<file path="src/shared/ext_irq_pkg.sv">
/*
  Constants, encodings and register map for the external pin interrupt block.
  Assumes a 20 MHz system clock and a 32-bit APB register bus.
*/
package ext_irq_pkg;

  localparam int NPIN = 3;

  // register byte offsets
  localparam logic [11:0] OFF_SENSE  = 12'h000;
  localparam logic [11:0] OFF_ENABLE = 12'h004;
  localparam logic [11:0] OFF_FLAG   = 12'h008;
  localparam logic [11:0] OFF_DRIVE  = 12'h00c;
  localparam logic [11:0] OFF_STATE  = 12'h010;

  // sense register fields
  localparam int SENSE_ZERO_LO_POS = 0;
  localparam int SENSE_ZERO_HI_POS = 1;
  localparam int SENSE_ONE_LO_POS  = 2;
  localparam int SENSE_ONE_HI_POS  = 3;
  localparam int EDGE_POL_TWO_POS  = 4;

  // drive register: pin output values in low bits, enables above
  localparam int DRIVE_OE_POS = 4;

  // state register fields
  localparam int STATE_LOW_POS   = 0;
  localparam int STATE_LEVEL_POS = 3;
  localparam int STATE_WAKE_POS  = 8;

  // reset values
  localparam logic [4:0] SENSE_RST  = 5'h00;
  localparam logic [2:0] ENABLE_RST = 3'h0;
  localparam logic [2:0] DRIVE_RST  = 3'h0;

  typedef enum logic [1:0] {
    SENSE_LOW_LEVEL  = 2'h0,
    SENSE_ANY_CHANGE = 2'h1,
    SENSE_FALLING    = 2'h2,
    SENSE_RISING     = 2'h3
  } sense_t;

  localparam logic [2:0] SLEEP_IDLE       = 3'h0;
  localparam logic [2:0] SLEEP_POWER_DOWN = 3'h2;

  // timing
  localparam int CLK_PERIOD_NS = 50;
  localparam int WDT_PERIOD_NS = 1000;
  localparam int WDT_CYCLES    = WDT_PERIOD_NS / CLK_PERIOD_NS;

  localparam int STARTUP_US_0 = 4;
  localparam int STARTUP_US_1 = 16;
  localparam int STARTUP_US_2 = 64;
  localparam int STARTUP_US_3 = 128;
  localparam int STARTUP_CYC_0 = (STARTUP_US_0 * 1000 + CLK_PERIOD_NS - 1) / CLK_PERIOD_NS;
  localparam int STARTUP_CYC_1 = (STARTUP_US_1 * 1000 + CLK_PERIOD_NS - 1) / CLK_PERIOD_NS;
  localparam int STARTUP_CYC_2 = (STARTUP_US_2 * 1000 + CLK_PERIOD_NS - 1) / CLK_PERIOD_NS;
  localparam int STARTUP_CYC_3 = (STARTUP_US_3 * 1000 + CLK_PERIOD_NS - 1) / CLK_PERIOD_NS;

endpackage

</file>
<file path="src/hw/pin_sense.sv">
/*
  One request pin: two-flop synchroniser, previous-sample edge detector and
  sense-mode decode. Assumes pin is the value seen on the pad, driver included.
*/
`timescale 1ns/1ps
module pin_sense import ext_irq_pkg::*; #(
  parameter bit EDGE_ONLY = 1'b0
) (
  // clock and reset
  input  wire logic            clk,
  input  wire logic            rst_b,
  // pin and configuration
  input  wire logic            pin,
  input  wire ext_irq_pkg::sense_t sense,
  input  wire logic            clk_run,
  // detection
  output logic                 edge_hit,
  output logic                 pin_low
);

  logic sync_meta;
  logic sync_q;
  logic prev;
  logic rise;
  logic fall;
  logic hit;

  always_ff @(posedge clk or negedge rst_b) begin
    if (!rst_b) begin
      sync_meta <= 1'b1;
      sync_q    <= 1'b1;
      prev      <= 1'b1;
    end else begin
      sync_meta <= pin;
      sync_q    <= sync_meta;
      prev      <= sync_q;
    end
  end

  assign rise = sync_q & ~prev;
  assign fall = ~sync_q & prev;

  always_comb begin
    case (sense)
      SENSE_LOW_LEVEL:  hit = 1'b0;
      SENSE_ANY_CHANGE: hit = rise | fall;
      SENSE_FALLING:    hit = fall;
      SENSE_RISING:     hit = rise;
      default:          hit = 1'b0;
    endcase
  end

  // the edge-only pin keeps sensing with the I/O clock stopped
  assign edge_hit = hit & (clk_run | EDGE_ONLY);
  assign pin_low  = ~sync_q & ~EDGE_ONLY;

endmodule

</file>
<file path="src/hw/external_pin_interrupts.sv">
/*
  External pin interrupt controller for three request pins, with APB
  registers, sticky flags, level requests and power-down level wake-up.
  Assumes a 20 MHz clock, an APB master and a sleep controller that reports
  sleep state and takes the wake request.
*/
// Behaviour
// an enabled request pin still raises its interrupt while the block drives the pin as an output.
// pins zero and one sense falling edge, rising edge or low level; pin two senses edges only.
// an enabled pin zero or one in low-level mode requests an interrupt for as long as it is low.
// edges on pins zero and one are seen only while the I/O clock runs.
// low levels on pins zero and one and edges on pin two are seen with no I/O clock, for wake-up.
// the I/O clock is stopped in every sleep mode but idle.
// a level wake-up from power-down needs the level on two watchdog clock samples 1 us apart.
// the part wakes once both samples pass, and keeps waking through the start-up time.
// a level gone before start-up ends still wakes the part but raises no level interrupt.
// the outside source holds the level until the wake-up sequence has completed.
// sense select codes 00 low level, 01 any change, 10 falling edge, 11 rising edge.
// the pin two polarity bit selects falling edge at zero and rising edge at one.
// an edge sets the pin flag; the handler or a written one clears it.
// pins zero and one read their flag as clear while in low-level mode.
// edges are found by synchronising each pin and comparing with the previous sample.
`timescale 1ns/1ps
module external_pin_interrupts import ext_irq_pkg::*; (
  // clock and reset
  input  wire logic        clk,
  input  wire logic        rst_b,
  // apb slave
  input  wire logic [11:0] paddr,
  input  wire logic        psel,
  input  wire logic        penable,
  input  wire logic        pwrite,
  input  wire logic [31:0] pwdata,
  output logic      [31:0] prdata,
  output logic             pready,
  output logic             pslverr,
  // request pins
  input  wire logic        ext_request_pin_zero_in,
  output logic             ext_request_pin_zero_out,
  output logic             ext_request_pin_zero_oe,
  input  wire logic        ext_request_pin_one_in,
  output logic             ext_request_pin_one_out,
  output logic             ext_request_pin_one_oe,
  input  wire logic        ext_request_pin_two_in,
  output logic             ext_request_pin_two_out,
  output logic             ext_request_pin_two_oe,
  // core side
  input  wire logic [2:0]  handler_ack,
  input  wire logic        sleep_active,
  input  wire logic [2:0]  sleep_mode,
  input  wire logic [1:0]  startup_time_fuses,
  output logic             irq,
  output logic             wake_request
);
  import ext_irq_pkg::*;

  typedef enum logic [1:0] {W_IDLE, W_FIRST, W_SECOND, W_START} wake_state_t;

  logic [4:0]  sense_reg;
  logic [2:0]  enable;
  logic [2:0]  flag;
  logic [2:0]  drive_out;
  logic [2:0]  drive_oe;
  logic [2:0]  pin_in;
  logic [2:0]  pin_seen;
  logic [2:0]  edge_hit;
  logic [2:0]  pin_low;
  logic [2:0]  level_raw;
  logic [2:0]  level_eff;
  logic [2:0]  level_mode;
  logic [2:0]  flag_clr;
  logic [2:0]  flag_read;
  sense_t      sense [NPIN];
  logic        io_clk_run;
  logic        power_down;
  logic        pd_low;
  logic        wake_level;
  logic        wdt_tick;
  logic [4:0]  wdt_cnt;
  logic [11:0] start_cnt;
  logic [11:0] start_load;
  wake_state_t wstate;
  logic        setup;
  logic        access;
  logic        wr;
  logic        mapped;
  logic [31:0] next_prdata;

  assign io_clk_run = !(sleep_active && sleep_mode != SLEEP_IDLE);
  assign power_down = sleep_active && sleep_mode == SLEEP_POWER_DOWN;

  assign pin_in = {ext_request_pin_two_in, ext_request_pin_one_in, ext_request_pin_zero_in};
  // a driven pin reads back the block's own drive, so software can raise a request
  assign pin_seen = (drive_oe & drive_out) | (~drive_oe & pin_in);

  assign sense[0] = sense_t'({sense_reg[SENSE_ZERO_HI_POS], sense_reg[SENSE_ZERO_LO_POS]});
  assign sense[1] = sense_t'({sense_reg[SENSE_ONE_HI_POS], sense_reg[SENSE_ONE_LO_POS]});
  assign sense[2] = sense_reg[EDGE_POL_TWO_POS] ? SENSE_RISING : SENSE_FALLING;

  genvar gi;
  generate
    for (gi = 0; gi < NPIN; gi++) begin : g_pin
      pin_sense #(
        .EDGE_ONLY (gi == 2)
      ) u_sense (
        .clk      (clk),
        .rst_b    (rst_b),
        .pin      (pin_seen[gi]),
        .sense    (sense[gi]),
        .clk_run  (io_clk_run),
        .edge_hit (edge_hit[gi]),
        .pin_low  (pin_low[gi])
      );
      assign level_mode[gi] = (gi != 2) && sense[gi] == SENSE_LOW_LEVEL;
      assign level_raw[gi]  = enable[gi] & level_mode[gi] & pin_low[gi];
      // during power-down and its start-up, levels only act through the sampler
      assign level_eff[gi]  = level_raw[gi] & ~power_down & (wstate == W_IDLE);
      assign flag_clr[gi]   = (wr && paddr == OFF_FLAG && pwdata[gi]) | handler_ack[gi];
      assign flag_read[gi]  = flag[gi] & ~level_mode[gi];
    end
  endgenerate

  // flags: a set in the clearing cycle wins
  always_ff @(posedge clk or negedge rst_b) begin
    if (!rst_b) begin
      flag <= 3'h0;
    end else begin
      for (int i = 0; i < NPIN; i++) begin
        if (level_mode[i]) begin
          flag[i] <= 1'b0;
        end else if (edge_hit[i]) begin
          flag[i] <= 1'b1;
        end else if (flag_clr[i]) begin
          flag[i] <= 1'b0;
        end
      end
    end
  end

  assign irq = |(flag_read & enable) | (|level_eff);
  assign wake_request = wake_level | (sleep_active && irq);

  // watchdog oscillator tick, one per 1 us
  always_ff @(posedge clk or negedge rst_b) begin
    if (!rst_b) begin
      wdt_cnt <= 5'h00;
    end else if (wdt_cnt == 5'(WDT_CYCLES - 1)) begin
      wdt_cnt <= 5'h00;
    end else begin
      wdt_cnt <= wdt_cnt + 5'h01;
    end
  end
  assign wdt_tick = wdt_cnt == 5'(WDT_CYCLES - 1);

  always_comb begin
    case (startup_time_fuses)
      2'h0:    start_load = 12'(STARTUP_CYC_0);
      2'h1:    start_load = 12'(STARTUP_CYC_1);
      2'h2:    start_load = 12'(STARTUP_CYC_2);
      default: start_load = 12'(STARTUP_CYC_3);
    endcase
  end

  assign pd_low = |level_raw;

  // level wake sampler: two watchdog samples, then the start-up time
  always_ff @(posedge clk or negedge rst_b) begin
    if (!rst_b) begin
      wstate    <= W_IDLE;
      start_cnt <= 12'h000;
    end else begin
      case (wstate)
        W_IDLE: begin
          if (power_down && pd_low && wdt_tick) begin
            wstate <= W_FIRST;
          end
        end
        W_FIRST: begin
          if (wdt_tick) begin
            wstate <= pd_low ? W_SECOND : W_IDLE;
          end
        end
        W_SECOND: begin
          if (!pd_low) begin
            wstate <= W_IDLE;
          end else begin
            wstate    <= W_START;
            start_cnt <= start_load;
          end
        end
        W_START: begin
          if (start_cnt == 12'h000) begin
            wstate <= W_IDLE;
          end else begin
            start_cnt <= start_cnt - 12'h001;
          end
        end
        default: wstate <= W_IDLE;
      endcase
    end
  end

  // once accepted, the wake holds until the part has left sleep and the start-up time has ended
  always_ff @(posedge clk or negedge rst_b) begin
    if (!rst_b) begin
      wake_level <= 1'b0;
    end else if (wstate == W_SECOND && pd_low) begin
      wake_level <= 1'b1;
    end else if (!sleep_active && wstate == W_IDLE) begin
      wake_level <= 1'b0;
    end
  end

  // apb: zero wait states, read data captured in the setup cycle
  assign setup  = psel && !penable;
  assign access = psel && penable;
  assign wr     = access && pwrite;
  assign mapped = paddr == OFF_SENSE || paddr == OFF_ENABLE || paddr == OFF_FLAG ||
                  paddr == OFF_DRIVE || paddr == OFF_STATE;
  assign pready  = 1'b1;
  assign pslverr = access && !mapped;

  always_comb begin
    next_prdata = 32'h0000_0000;
    case (paddr)
      OFF_SENSE:  next_prdata[4:0] = sense_reg;
      OFF_ENABLE: next_prdata[2:0] = enable;
      OFF_FLAG:   next_prdata[2:0] = flag_read;
      OFF_DRIVE: begin
        next_prdata[2:0] = drive_out;
        next_prdata[DRIVE_OE_POS +: 3] = drive_oe;
      end
      OFF_STATE: begin
        next_prdata[STATE_LOW_POS +: 3]   = ~pin_seen;
        next_prdata[STATE_LEVEL_POS +: 3] = level_raw;
        next_prdata[STATE_WAKE_POS]       = wake_level;
      end
      default: next_prdata = 32'h0000_0000;
    endcase
  end

  always_ff @(posedge clk or negedge rst_b) begin
    if (!rst_b) begin
      prdata <= 32'h0000_0000;
    end else if (setup && !pwrite) begin
      prdata <= next_prdata;
    end
  end

  always_ff @(posedge clk or negedge rst_b) begin
    if (!rst_b) begin
      sense_reg <= SENSE_RST;
      enable    <= ENABLE_RST;
      drive_out <= DRIVE_RST;
      drive_oe  <= DRIVE_RST;
    end else if (wr) begin
      if (paddr == OFF_SENSE) begin
        sense_reg <= pwdata[4:0];
      end
      if (paddr == OFF_ENABLE) begin
        enable <= pwdata[2:0];
      end
      if (paddr == OFF_DRIVE) begin
        drive_out <= pwdata[2:0];
        drive_oe  <= pwdata[DRIVE_OE_POS +: 3];
      end
    end
  end

  assign ext_request_pin_zero_out = drive_out[0];
  assign ext_request_pin_zero_oe  = drive_oe[0];
  assign ext_request_pin_one_out  = drive_out[1];
  assign ext_request_pin_one_oe   = drive_oe[1];
  assign ext_request_pin_two_out  = drive_out[2];
  assign ext_request_pin_two_oe   = drive_oe[2];

  property p_flag_set;
    @(posedge clk) disable iff (!rst_b)
    edge_hit[0] && !level_mode[0] |=> flag[0];
  endproperty
  a_flag_set: assert property (p_flag_set) else $error("edge did not set flag zero");

  property p_level_flag_clear;
    @(posedge clk) disable iff (!rst_b)
    level_mode[1] |-> flag_read[1] == 1'b0;
  endproperty
  a_level_flag_clear: assert property (p_level_flag_clear) else $error("flag reads set in level mode");

  property p_level_irq;
    @(posedge clk) disable iff (!rst_b)
    enable[0] && level_mode[0] && pin_low[0] && !sleep_active && wstate == W_IDLE |-> irq;
  endproperty
  a_level_irq: assert property (p_level_irq) else $error("low level without interrupt");

  property p_no_edge_asleep;
    @(posedge clk) disable iff (!rst_b)
    sleep_active && sleep_mode != SLEEP_IDLE |-> edge_hit[1:0] == 2'h0;
  endproperty
  a_no_edge_asleep: assert property (p_no_edge_asleep) else $error("clocked edge seen in deep sleep");

  property p_two_async;
    @(posedge clk) disable iff (!rst_b)
    !io_clk_run && edge_hit[2] |=> flag[2] && (wake_request || !enable[2]);
  endproperty
  a_two_async: assert property (p_two_async) else $error("pin two edge lost in sleep");

  property p_two_no_level;
    @(posedge clk) disable iff (!rst_b)
    1'b1 |-> level_raw[2] == 1'b0 && pin_low[2] == 1'b0;
  endproperty
  a_two_no_level: assert property (p_two_no_level) else $error("pin two level sensed");

  property p_two_samples;
    @(posedge clk) disable iff (!rst_b)
    $rose(wake_level) |-> $past(wstate == W_SECOND) && $past(wstate, 2) != W_IDLE;
  endproperty
  a_two_samples: assert property (p_two_samples) else $error("wake accepted without two samples");

  property p_startup_quiet;
    @(posedge clk) disable iff (!rst_b)
    wstate == W_START |-> level_eff == 3'h0 && wake_request;
  endproperty
  a_startup_quiet: assert property (p_startup_quiet) else $error("level request during start-up");

  property p_self_drive;
    @(posedge clk) disable iff (!rst_b)
    (enable[0] && level_mode[0] && drive_oe[0] && !drive_out[0] && io_clk_run && wstate == W_IDLE) [*3]
      |-> irq;
  endproperty
  a_self_drive: assert property (p_self_drive) else $error("driven pin raised no request");

endmodule

</file>
<file path="config.mk">
export PLATFORM = sky130hd
export DESIGN_NAME = external_pin_interrupts
export DESIGN_NICKNAME = d
export VERILOG_FILES = /design/src/shared/ext_irq_pkg.sv /design/src/hw/pin_sense.sv /design/src/hw/external_pin_interrupts.sv
export SDC_FILE = /design/constraint.sdc
export NUM_CORES = 1
export LEC_CHECK = 0
export ABC_CLOCK_PERIOD_IN_PS = 2600
export BUFFER_PORTS_ARGS = -buffer_cell sky130_fd_sc_hd__buf_2
export CORE_MARGIN = 5
export CORE_UTILIZATION = 51
export CTS_CLUSTER_DIAMETER = 40
export DETAILED_ROUTE_END_ITERATION = 12
export HOLD_SLACK_MARGIN = 0.02
export PLACE_DENSITY = 0.88
export RECOVER_POWER = 25
export SLEW_MARGIN = 20
export SYNTH_ARGS = -nofsm -noshare
export SYNTH_HDL_FRONTEND = slang
export SYNTH_SLANG_ARGS = --single-unit
</file>
<file path="constraint.sdc">
create_clock -name clk -period 2.6 [get_ports clk]
set_input_delay 0.52 -clock clk [delete_from_list [all_inputs] [get_ports clk]]
set_output_delay 0.52 -clock clk [all_outputs]
set_load 0.05 [all_outputs]
</file>
# Yosys cells after proc, flatten, opt, wreduce, memory -nomap -nowiden
# Cells that the tools add are included.
[op_classes]
addsub = 2
eq_ne = 25
mux = 31
n_bitwise = 41
reduce_logical = 46
[op_table]
columns = ["cell", "count"]
rows = [
  ["12-bit case mux with 3 select lines", 1],
  ["12-bit by 4-bit equality test with 1-bit output, second input constant", 2],
  ["12-bit zero test", 2],
  ["12-bit 2-to-1 mux", 2],
  ["12-bit case mux with 2 select lines", 1],
  ["1-bit AND", 18],
  ["2-bit equality test, second input constant", 9],
  ["1-bit logical AND", 16],
  ["3-bit case mux with 5 select lines", 1],
  ["1-bit 2-to-1 mux", 14],
  ["12-bit by 3-bit equality test with 1-bit output, second input constant", 1],
  ["12-bit by 5-bit equality test with 1-bit output, second input constant", 1],
  ["1-bit case mux with 4 select lines", 3],
  ["12-bit by 1-bit subtractor with 12-bit output, second input constant", 1],
  ["2-bit by 1-bit equality test with 1-bit output, second input constant", 5],
  ["2-bit zero test", 5],
  ["2-bit 2-to-1 mux", 5],
  ["2-bit inequality test, second input constant", 5],
  ["3-bit AND", 3],
  ["1-bit inverter", 9],
  ["3-bit nonzero test", 3],
  ["1-bit OR", 8],
  ["2-bit case mux with 4 select lines", 1],
  ["3-bit inverter", 2],
  ["other kinds (14)", 27],
]
[totals]
reg_bits = 54
input_bits = 61
output_inout_bits = 42
elab_cells = 166

# Logic depth before layout (Yosys ltp)
# Gate-level depths: netlist (run 1).
[logic_depth]
word_depth = 9
mapped_depth = 6
ltp_nobuf = 6

# By module
# Synthesis (run 1) repeated with hierarchy kept, for this count alone.
[unflattened]
cells_unflattened = 320
hier_area_um2 = 3203.1
[modules_own_cells]
columns = ["mod", "n_inst", "cells_each", "area_each_um2", "seq_area_each_um2"]
rows = [
  ["external_pin_interrupts", 1, 283, 2762.6, 1126.1],
  ["pin_sense at g_pin[0].u_sense ...", 2, 12, 143.9, 78.8],
  ["pin_sense at g_pin[2].u_sense", 1, 13, 152.6, 78.8],
]

# Worst setup path after synthesis (run 1)
# Ideal clock, no wire load.
[synth_timing]
path_kind = "register -> output"
start = "register sense_reg[2]"
end = "output port wake_request"
arrival_time_ns = 3.309
required_time_ns = 2.080
path_slack_ns = -1.229
path_stages_with_launch = 5
path_buffers = 0
path_cell_list = "dfrtp_1 nor4b_1 nor2_1 o41ai_1 a21o_1"
[synth_between]
elab_chain_len = 9
elab_cells_between_ends = 13
classes_between = "bitwise (9); reduce/logical (4)"
[synth_rtl]
columns = ["item", "line_no", "rtl"]
rows = [
  ["start: declaration", "external_pin_interrupts.sv:59", "logic [4:0] sense_reg;"],
  ["start signal: assignment", "external_pin_interrupts.sv:258", "sense_reg <= pwdata[4:0];"],
  ["2-bit zero test *", "external_pin_interrupts.sv:114", "assign level_mode[gi] = (gi != 2) && sense[gi] == SENSE_LOW_LEVEL;"],
  ["1-bit AND (2 in series)", "external_pin_interrupts.sv:115", "assign level_raw[gi] = enable[gi] & level_mode[gi] & pin_low[gi];"],
  ["1-bit AND (2 in series)", "external_pin_interrupts.sv:117", "assign level_eff[gi] = level_raw[gi] & ~power_down & (wstate == W_IDLE);"],
  ["2-bit OR reduction", "external_pin_interrupts.sv:140", "assign irq = |(flag_read & enable) | (|level_eff);"],
  ["1-bit OR *", "external_pin_interrupts.sv:140", ""],
  ["named net irq", "external_pin_interrupts.sv:52", "output logic irq,"],
  ["1-bit logical AND *", "external_pin_interrupts.sv:141", "assign wake_request = wake_level | (sleep_active && irq);"],
  ["1-bit OR *", "external_pin_interrupts.sv:141", ""],
  ["end: declaration", "external_pin_interrupts.sv:53", "output logic wake_request"],
]
# The timed path passes the listed nets; every way through them passes the cells marked *.

# Final worst setup path (run 1)
[layout_timing]
start = "register sense_reg[0]"
end = "output port wake_request"
[layout_between]
elab_chain_len = 9
elab_cells_between_ends = 13
classes_between = "bitwise (9); reduce/logical (4)"
[layout_rtl]
columns = ["item", "line_no"]
rows = [
  ["2-bit zero test *", "external_pin_interrupts.sv:114"],
  ["1-bit AND (2 in series)", "external_pin_interrupts.sv:115"],
  ["1-bit AND (2 in series)", "external_pin_interrupts.sv:117"],
  ["2-bit OR reduction", "external_pin_interrupts.sv:140"],
  ["1-bit OR *", "external_pin_interrupts.sv:140"],
  ["1-bit logical AND *", "external_pin_interrupts.sv:141"],
  ["1-bit OR *", "external_pin_interrupts.sv:141"],
]
# Mark *: on every way between the ends. The rest lies on a longest branch, timed or not.

==> results.json, run 1 <==
{
  "status": "finished, final reports clean",
  "criticalPathCategory": "register to output pin",
  "ir_worst_vdd_v": 0.000399,
  "post-synth-top-count-cell": "dfrtp_1",
  "wirelength_um": 7030,
  "m1WireLength_um": 2850,
  "finalHoldViolCount": 0,
  "start_util": 0.525,
  "synth_common_cells": "dfrtp_1, buf_4, mux2_2",
  "multi_input_area_mm2": 0.00159,
  "dp.final_hpwl_um": 5260,
  "critPathArrivalTime_ns": 2.08,
  "drv_slew": 0,
  "clock-sinks": 54,
  "cts_root_buf": "clkbuf_8",
  "setup_viol": 0,
  "grt_use_total": 0.190,
  "die_w_um": 88.1,
  "row_count": 28,
  "wl_per_cell_um": 16.4,
  "timing.fmax_mhz": 385,
  "synth_area_leader_cell": "dfrtp_1",
  "hold_buffers": 0,
  "largest_register_ffs": 12,
  "drive_above_1_share": 0.305,
  "clk_pin_slew_worst_paths_ns": 0.09,
  "top_layer_used": "met4",
  "cts_buffers": 5,
  "yosys-top-cells-area": "dfrtp_1, dfstp_2, mux2_2",
  "p_total_w": 0.00155,
  "grt_pass1_vias": 2391,
  "grt_pass1_wl_um": 11600,
  "top_register": "start_cnt",
  "port_buffers": 52,
  "async_flop_share": 1.00,
  "gp_routability_congestion": 0.894,
  "overflow": 0,
  "fin_nets": 425,
  "rsz0062_at_grt": "yes",
  "antenna_cells": 0,
  "met3WireLength_um": 447,
  "avgSynthCellArea_um2": 10.5,
  "netlist_area_mm2": 0.00311,
  "synth_edf_count": 0,
  "period_needed_ns": 2.60,
  "fill_cells": 467,
  "crit_path_start_kind": "register",
  "die_height_um": 88.1,
  "slew_headroom": 0.0725,
  "antenna_found_initial": 0,
  "finalInstanceArea_mm2": 0.00355,
  "clock_latency_ns": 0.31,
  "placed_area_mm2": 0.00340,
  "cts_tree": "built",
  "finalCritPeriodShare": 0.998,
  "io_pins": 103,
  "tightest_slew_ns": 1.39,
  "crit_fanout": 4,
  "drtIter0Drc": 145,
  "regArea_mm2": 0.00137,
  "drc": 0,
  "yosys_most_used_dff": "dfrtp_1",
  "maxCapViolCount": 0,
  "syn_inst": 297,
  "h-tree-depth": 2,
  "via_count": 2488,
  "dr.pass1.iters": 4,
  "required_ns": 2.08,
  "core_mm2": 0.00592,
  "cellPowerDensity_mw_per_mm2": 437,
  "clk_path_buf_depth": 2,
  "synth_top_area_share": 0.362,
  "clock_skew_ns": 0.00625,
  "dieArea_mm2": 0.00775,
  "ant_nets": 0,
  "reg_top3": "start_cnt x12, prdata x8",
  "netlist-cell-type-count": 61,
  "end_kind": "output pin",
  "power_leakage_nw": 1.70,
  "holdCritPathClass": "register to register",
  "synth-seq-cells": 54,
  "grt_max_degree": 31,
  "seq_area_frac_synth": 0.439,
  "area_growth_pct": 14.3,
  "wl_met2_um": 3550,
  "vias_per_cell": 5.80,
  "yosysWarnings": 0
}
[timing repair]
action	CTS	global route
buffers inserted	3	1
setup endpoints to repair	1	2
resized for setup	6	2
pin swaps	2	0
[critical path, stage by stage (launching register included)]
cell and delay (ns):
dfrtp_2 0.45, o21a_1 0.23, a222oi_1 0.51, o41ai_4 0.19
a21o_4 0.24, buf_6 0.14
[kinds of logic after synthesis]
kind of cell | share of synthesized area
AND/OR/NAND/NOR | 0.156
AO/OA/AOI/OAI | 0.164
flip-flops | 0.439
buffers and inverters | 0.0930
multiplexers | 0.0963
adder cells (fa/ha/maj) | 0.0443
other | 0.00242
XOR/XNOR | 0.00564
[cells in the final DEF (no fill, tap or decap), types with 5 or more instances in the layout]
| master | n |
|---|---|
| nor2_1 | 19 |
| mux2_2 | 21 |
| a22o_1 | 10 |
| buf_4 | 7 |
| nand2b_1 | 5 |
| clkbuf_8 | 6 |
| nor3_1 | 5 |
| ha_1 | 11 |
| dfstp_2 | 8 |
| buf_2 | 49 |
| nand2_1 | 16 |
| conb_1 | 25 |
| o21ai_0 | 6 |
| or4_1 | 6 |
| dfrtp_1 | 41 |
| inv_1 | 17 |
| o22ai_1 | 6 |
| nand3_1 | 5 |
[where the power goes]
part | internal, W | switching, W | leakage, nW
sequential | 0.000855 | 0.00000831 | 0.693
clock | 0.000221 | 0.000276 | 0.0489
combinational | 0.0000462 | 0.000145 | 0.954
total | 0.00112 | 0.000429 | 1.70
[metal layers]
metal | vias up | GRT usage
met4 | 0 | 0.0646
met2 | 96 | 0.310
met5 | - | 0
met1 | 1219 | 0.251
li1 | 1155 | -
met3 | 18 | 0.0423
[stage by stage]
| step | setup TNS (ns) | cells | worst slack [ns] | utilization | hold WS [ns] |
|---|---|---|---|---|---|
| final | 0 | 429 | 0.00476 | 0.600 | 0.363 |
| after floorplan | 0 | 320 | 0.0798 | - | 0.224 |
| after global routing | -0.0411 | 429 | -0.0411 | 0.600 | 0.366 |
| after detailed placement | 0 | 417 | 0.215 | 0.575 | 0.349 |
| after CTS | 0 | 428 | 0.0204 | 0.597 | 0.205 |
| after global placement | 0 | 417 | 0.272 | 0.575 | 0.346 |
[cell type report]
cell class | instances | share of cell area
repair buffers | 60 | 0.0959
inverters | 17 | 0.0180
clock buffers | 7 | 0.0243
well taps | 75 | 0.0264
flip-flops and latches | 54 | 0.385
multi-input cells | 215 | 0.448
clock inverters | 1 | 0.00247
[final timing paths]
check | from | endpoint | slack, ns | depth (start not counted)
setup / recovery | sense_reg[0] | wake_request | 0.005 | 5
hold / removal | g_pin[0].u_sense.sync_meta | g_pin[0].u_sense.sync_q | 0.36 | 0
setup reg to reg | start_cnt[0] | start_cnt[11] | 0.39 | 6
hold reg to reg | g_pin[0].u_sense.sync_meta | g_pin[0].u_sense.sync_q | 0.36 | 0
max in group asynchronous | rst_b | sense_reg[0] | 1.18 | 1
min in group asynchronous | rst_b | wdt_cnt[3] | 0.51 | 1
(Power assumes the default switching activity.)
==> inputs of run 2 (changes only) <==
- CELL_PAD_IN_SITES_DETAIL_PLACEMENT: unset -> 0
- CELL_PAD_IN_SITES_GLOBAL_PLACEMENT: unset -> 1
- CORE_UTILIZATION: 51 -> 38
- CTS_CLUSTER_SIZE: unset -> 28
- PLACE_DENSITY: 0.88 -> 0.87
==> run 2 against run 1 <==
Compared with the run above:
- final cell count grew 7.5%
- first-iteration DRC count shrank 42%
- register-to-register slack worse by 0.05 ns
- worst hold slack got worse by 0.0019 ns
- critical endpoint unchanged
==> results.json, run 2 (synthesized netlist as in run 1, its figures left out) <==
{
  "clk_pin_slew_worst_paths_ns": 0.09,
  "crit_path_start_kind": "register",
  "hold_slack_ns": 0.361,
  "maxCapViolCount": 0,
  "io_pins": 103,
  "clock_skew_ns": 0.00681,
  "finalHoldViolCount": 0,
  "core_mm2": 0.00809,
  "power_leakage_nw": 1.71,
  "cts_buffers": 5,
  "vias_per_cell": 5.09,
  "cts_root_buf": "clkbuf_8",
  "dpl.cell_count": 450,
  "fin_util": 0.447,
  "grt_max_degree": 30,
  "antenna_found_initial": 0,
  "p_total_w": 0.00163,
  "wl_per_cell_um": 14.6,
  "ant_nets": 0,
  "grt_use_total": 0.135,
  "clock-sinks": 54,
  "critPathArrivalTime_ns": 2.07,
  "layout.cells.non_filler": 461,
  "largest_register_ffs": 12,
  "row_count": 33,
  "top_register": "start_cnt",
  "required_ns": 2.08,
  "timing.fmax_mhz": 386,
  "slew_headroom": 0.311,
  "fill_cells": 797,
  "dp.final_hpwl_um": 5170,
  "tightest_slew_ns": 1.03,
  "via_count": 2347,
  "die_w_um": 100,
  "clk_path_buf_depth": 2,
  "drive_above_1_share": 0.289,
  "cts_tree": "built",
  "port_buffers": 52,
  "layout_common_cells": "buf_2, dfrtp_1, conb_1",
  "rsz0062_at_grt": "yes",
  "holdCritPathClass": "register to register",
  "overflow": 0,
  "setup_tns_ns": 0,
  "drv_slew": 0,
  "reg_top3": "start_cnt x12, prdata x8",
  "cellPowerDensity_mw_per_mm2": 451,
  "period_needed_ns": 2.59,
  "drc": 0,
  "rrSetupSlack_ns": 0.34,
  "start_util": 0.384,
  "status": "finished, final reports clean",
  "wirelength_um": 6730,
  "grt_pass1_vias": 2259,
  "die_height_um": 100,
  "drtIter0Drc": 84,
  "mostFrequentLayoutCell": "buf_2",
  "crit_fanout": 5,
  "h-tree-depth": 2,
  "clock_latency_ns": 0.31,
  "fin_nets": 427,
  "setup_viol": 0,
  "criticalPathCategory": "register to output pin",
  "dr.pass1.iters": 4,
  "area_growth_pct": 16.4,
  "grt_pass1_wl_um": 10900,
  "gp_routability_congestion": 0.786,
  "finalCritPeriodShare": 0.997,
  "ir_worst_vdd_v": 0.000289,
  "dieArea_mm2": 0.0101,
  "antenna_cells": 0,
  "end_kind": "output pin"
}
[run 2: cell count changes in the layout (fill, tap and decap cells not counted), moves of 2 or more]
cell	before	now
dfrtp_2	4	2
mux2_2	21	18
dfrtp_1	41	43
mux2_1	0	3
[run 2: layer usage]
layer | wire, µm | share of wire | up-vias | global-route usage
met5 | 0 | 0 | - | 0
met2 | 3360 | 0.50 | 45 | 0.223
met1 | 2990 | 0.44 | 1134 | 0.177
met4 | 71 | 0.011 | 0 | 0.0342
met3 | 307 | 0.046 | 6 | 0.0334
li1 | - | - | 1162 | -
[run 2: worst max-delay path: stages, from the launching register on]
cell and delay, ns:
dfrtp_2 0.46, buf_12 0.14, nor4b_4 0.27, nor2_1 0.18, o41ai_4 0.40, a21o_4 0.17, buf_6 0.14
[run 2: final timing paths]
| path | from | endpoint | cells after the start |
|---|---|---|---|
| min | g_pin[0].u_sense.sync_meta | g_pin[0].u_sense.sync_q | 0 |
| min in group asynchronous | rst_b | prdata[5] | 2 |
| max in group asynchronous | rst_b | sense_reg[0] | 3 |
| max reg2reg | g_pin[1].u_sense.sync_q | start_cnt[9] | 5 |
| max | sense_reg[0] | wake_request | 6 |
| min reg2reg | g_pin[0].u_sense.sync_meta | g_pin[0].u_sense.sync_q | 0 |
[run 2: final cells by class]
| class | instances | area [µm²] | share of cell area |
|---|---|---|---|
| Sequential cell | 54 | 1370 | 0.378 |
| Tap cell | 105 | 131 | 0.0363 |
| Inverter | 17 | 63.8 | 0.0176 |
| Multi-Input combinational cell | 215 | 1590 | 0.439 |
| Timing Repair Buffer | 62 | 354 | 0.0979 |
| Clock inverter | 3 | 43.8 | 0.0121 |
| Clock buffer | 5 | 68.8 | 0.0190 |
[run 2: metrics by stage]
stage          worst slack (ns)  cell area [µm²]
6_report                0.00802             3620
5_1_grt                 -0.0965             3620
4_1_cts                 0.00493             3590
3_5_place_dp              0.212             3450
3_3_place_gp              0.235             3450
2_1_floorplan            0.0798             3230
[run 2: repair_timing]
action	CTS	global route
setup endpoints to repair	2	2
pin swaps	1	2
hold endpoints to repair	5	0
setup buffers	0	2
hold buffers	1	0
resized for setup	4	2
[run 2: power breakdown]
group	leakage, nW	internal (W)	switching (W)	total, W
registers	0.696	0.000854	0.00000758	0.000862
logic	0.956	0.0000450	0.000144	0.000189
clock network	0.0585	0.000289	0.000290	0.000579
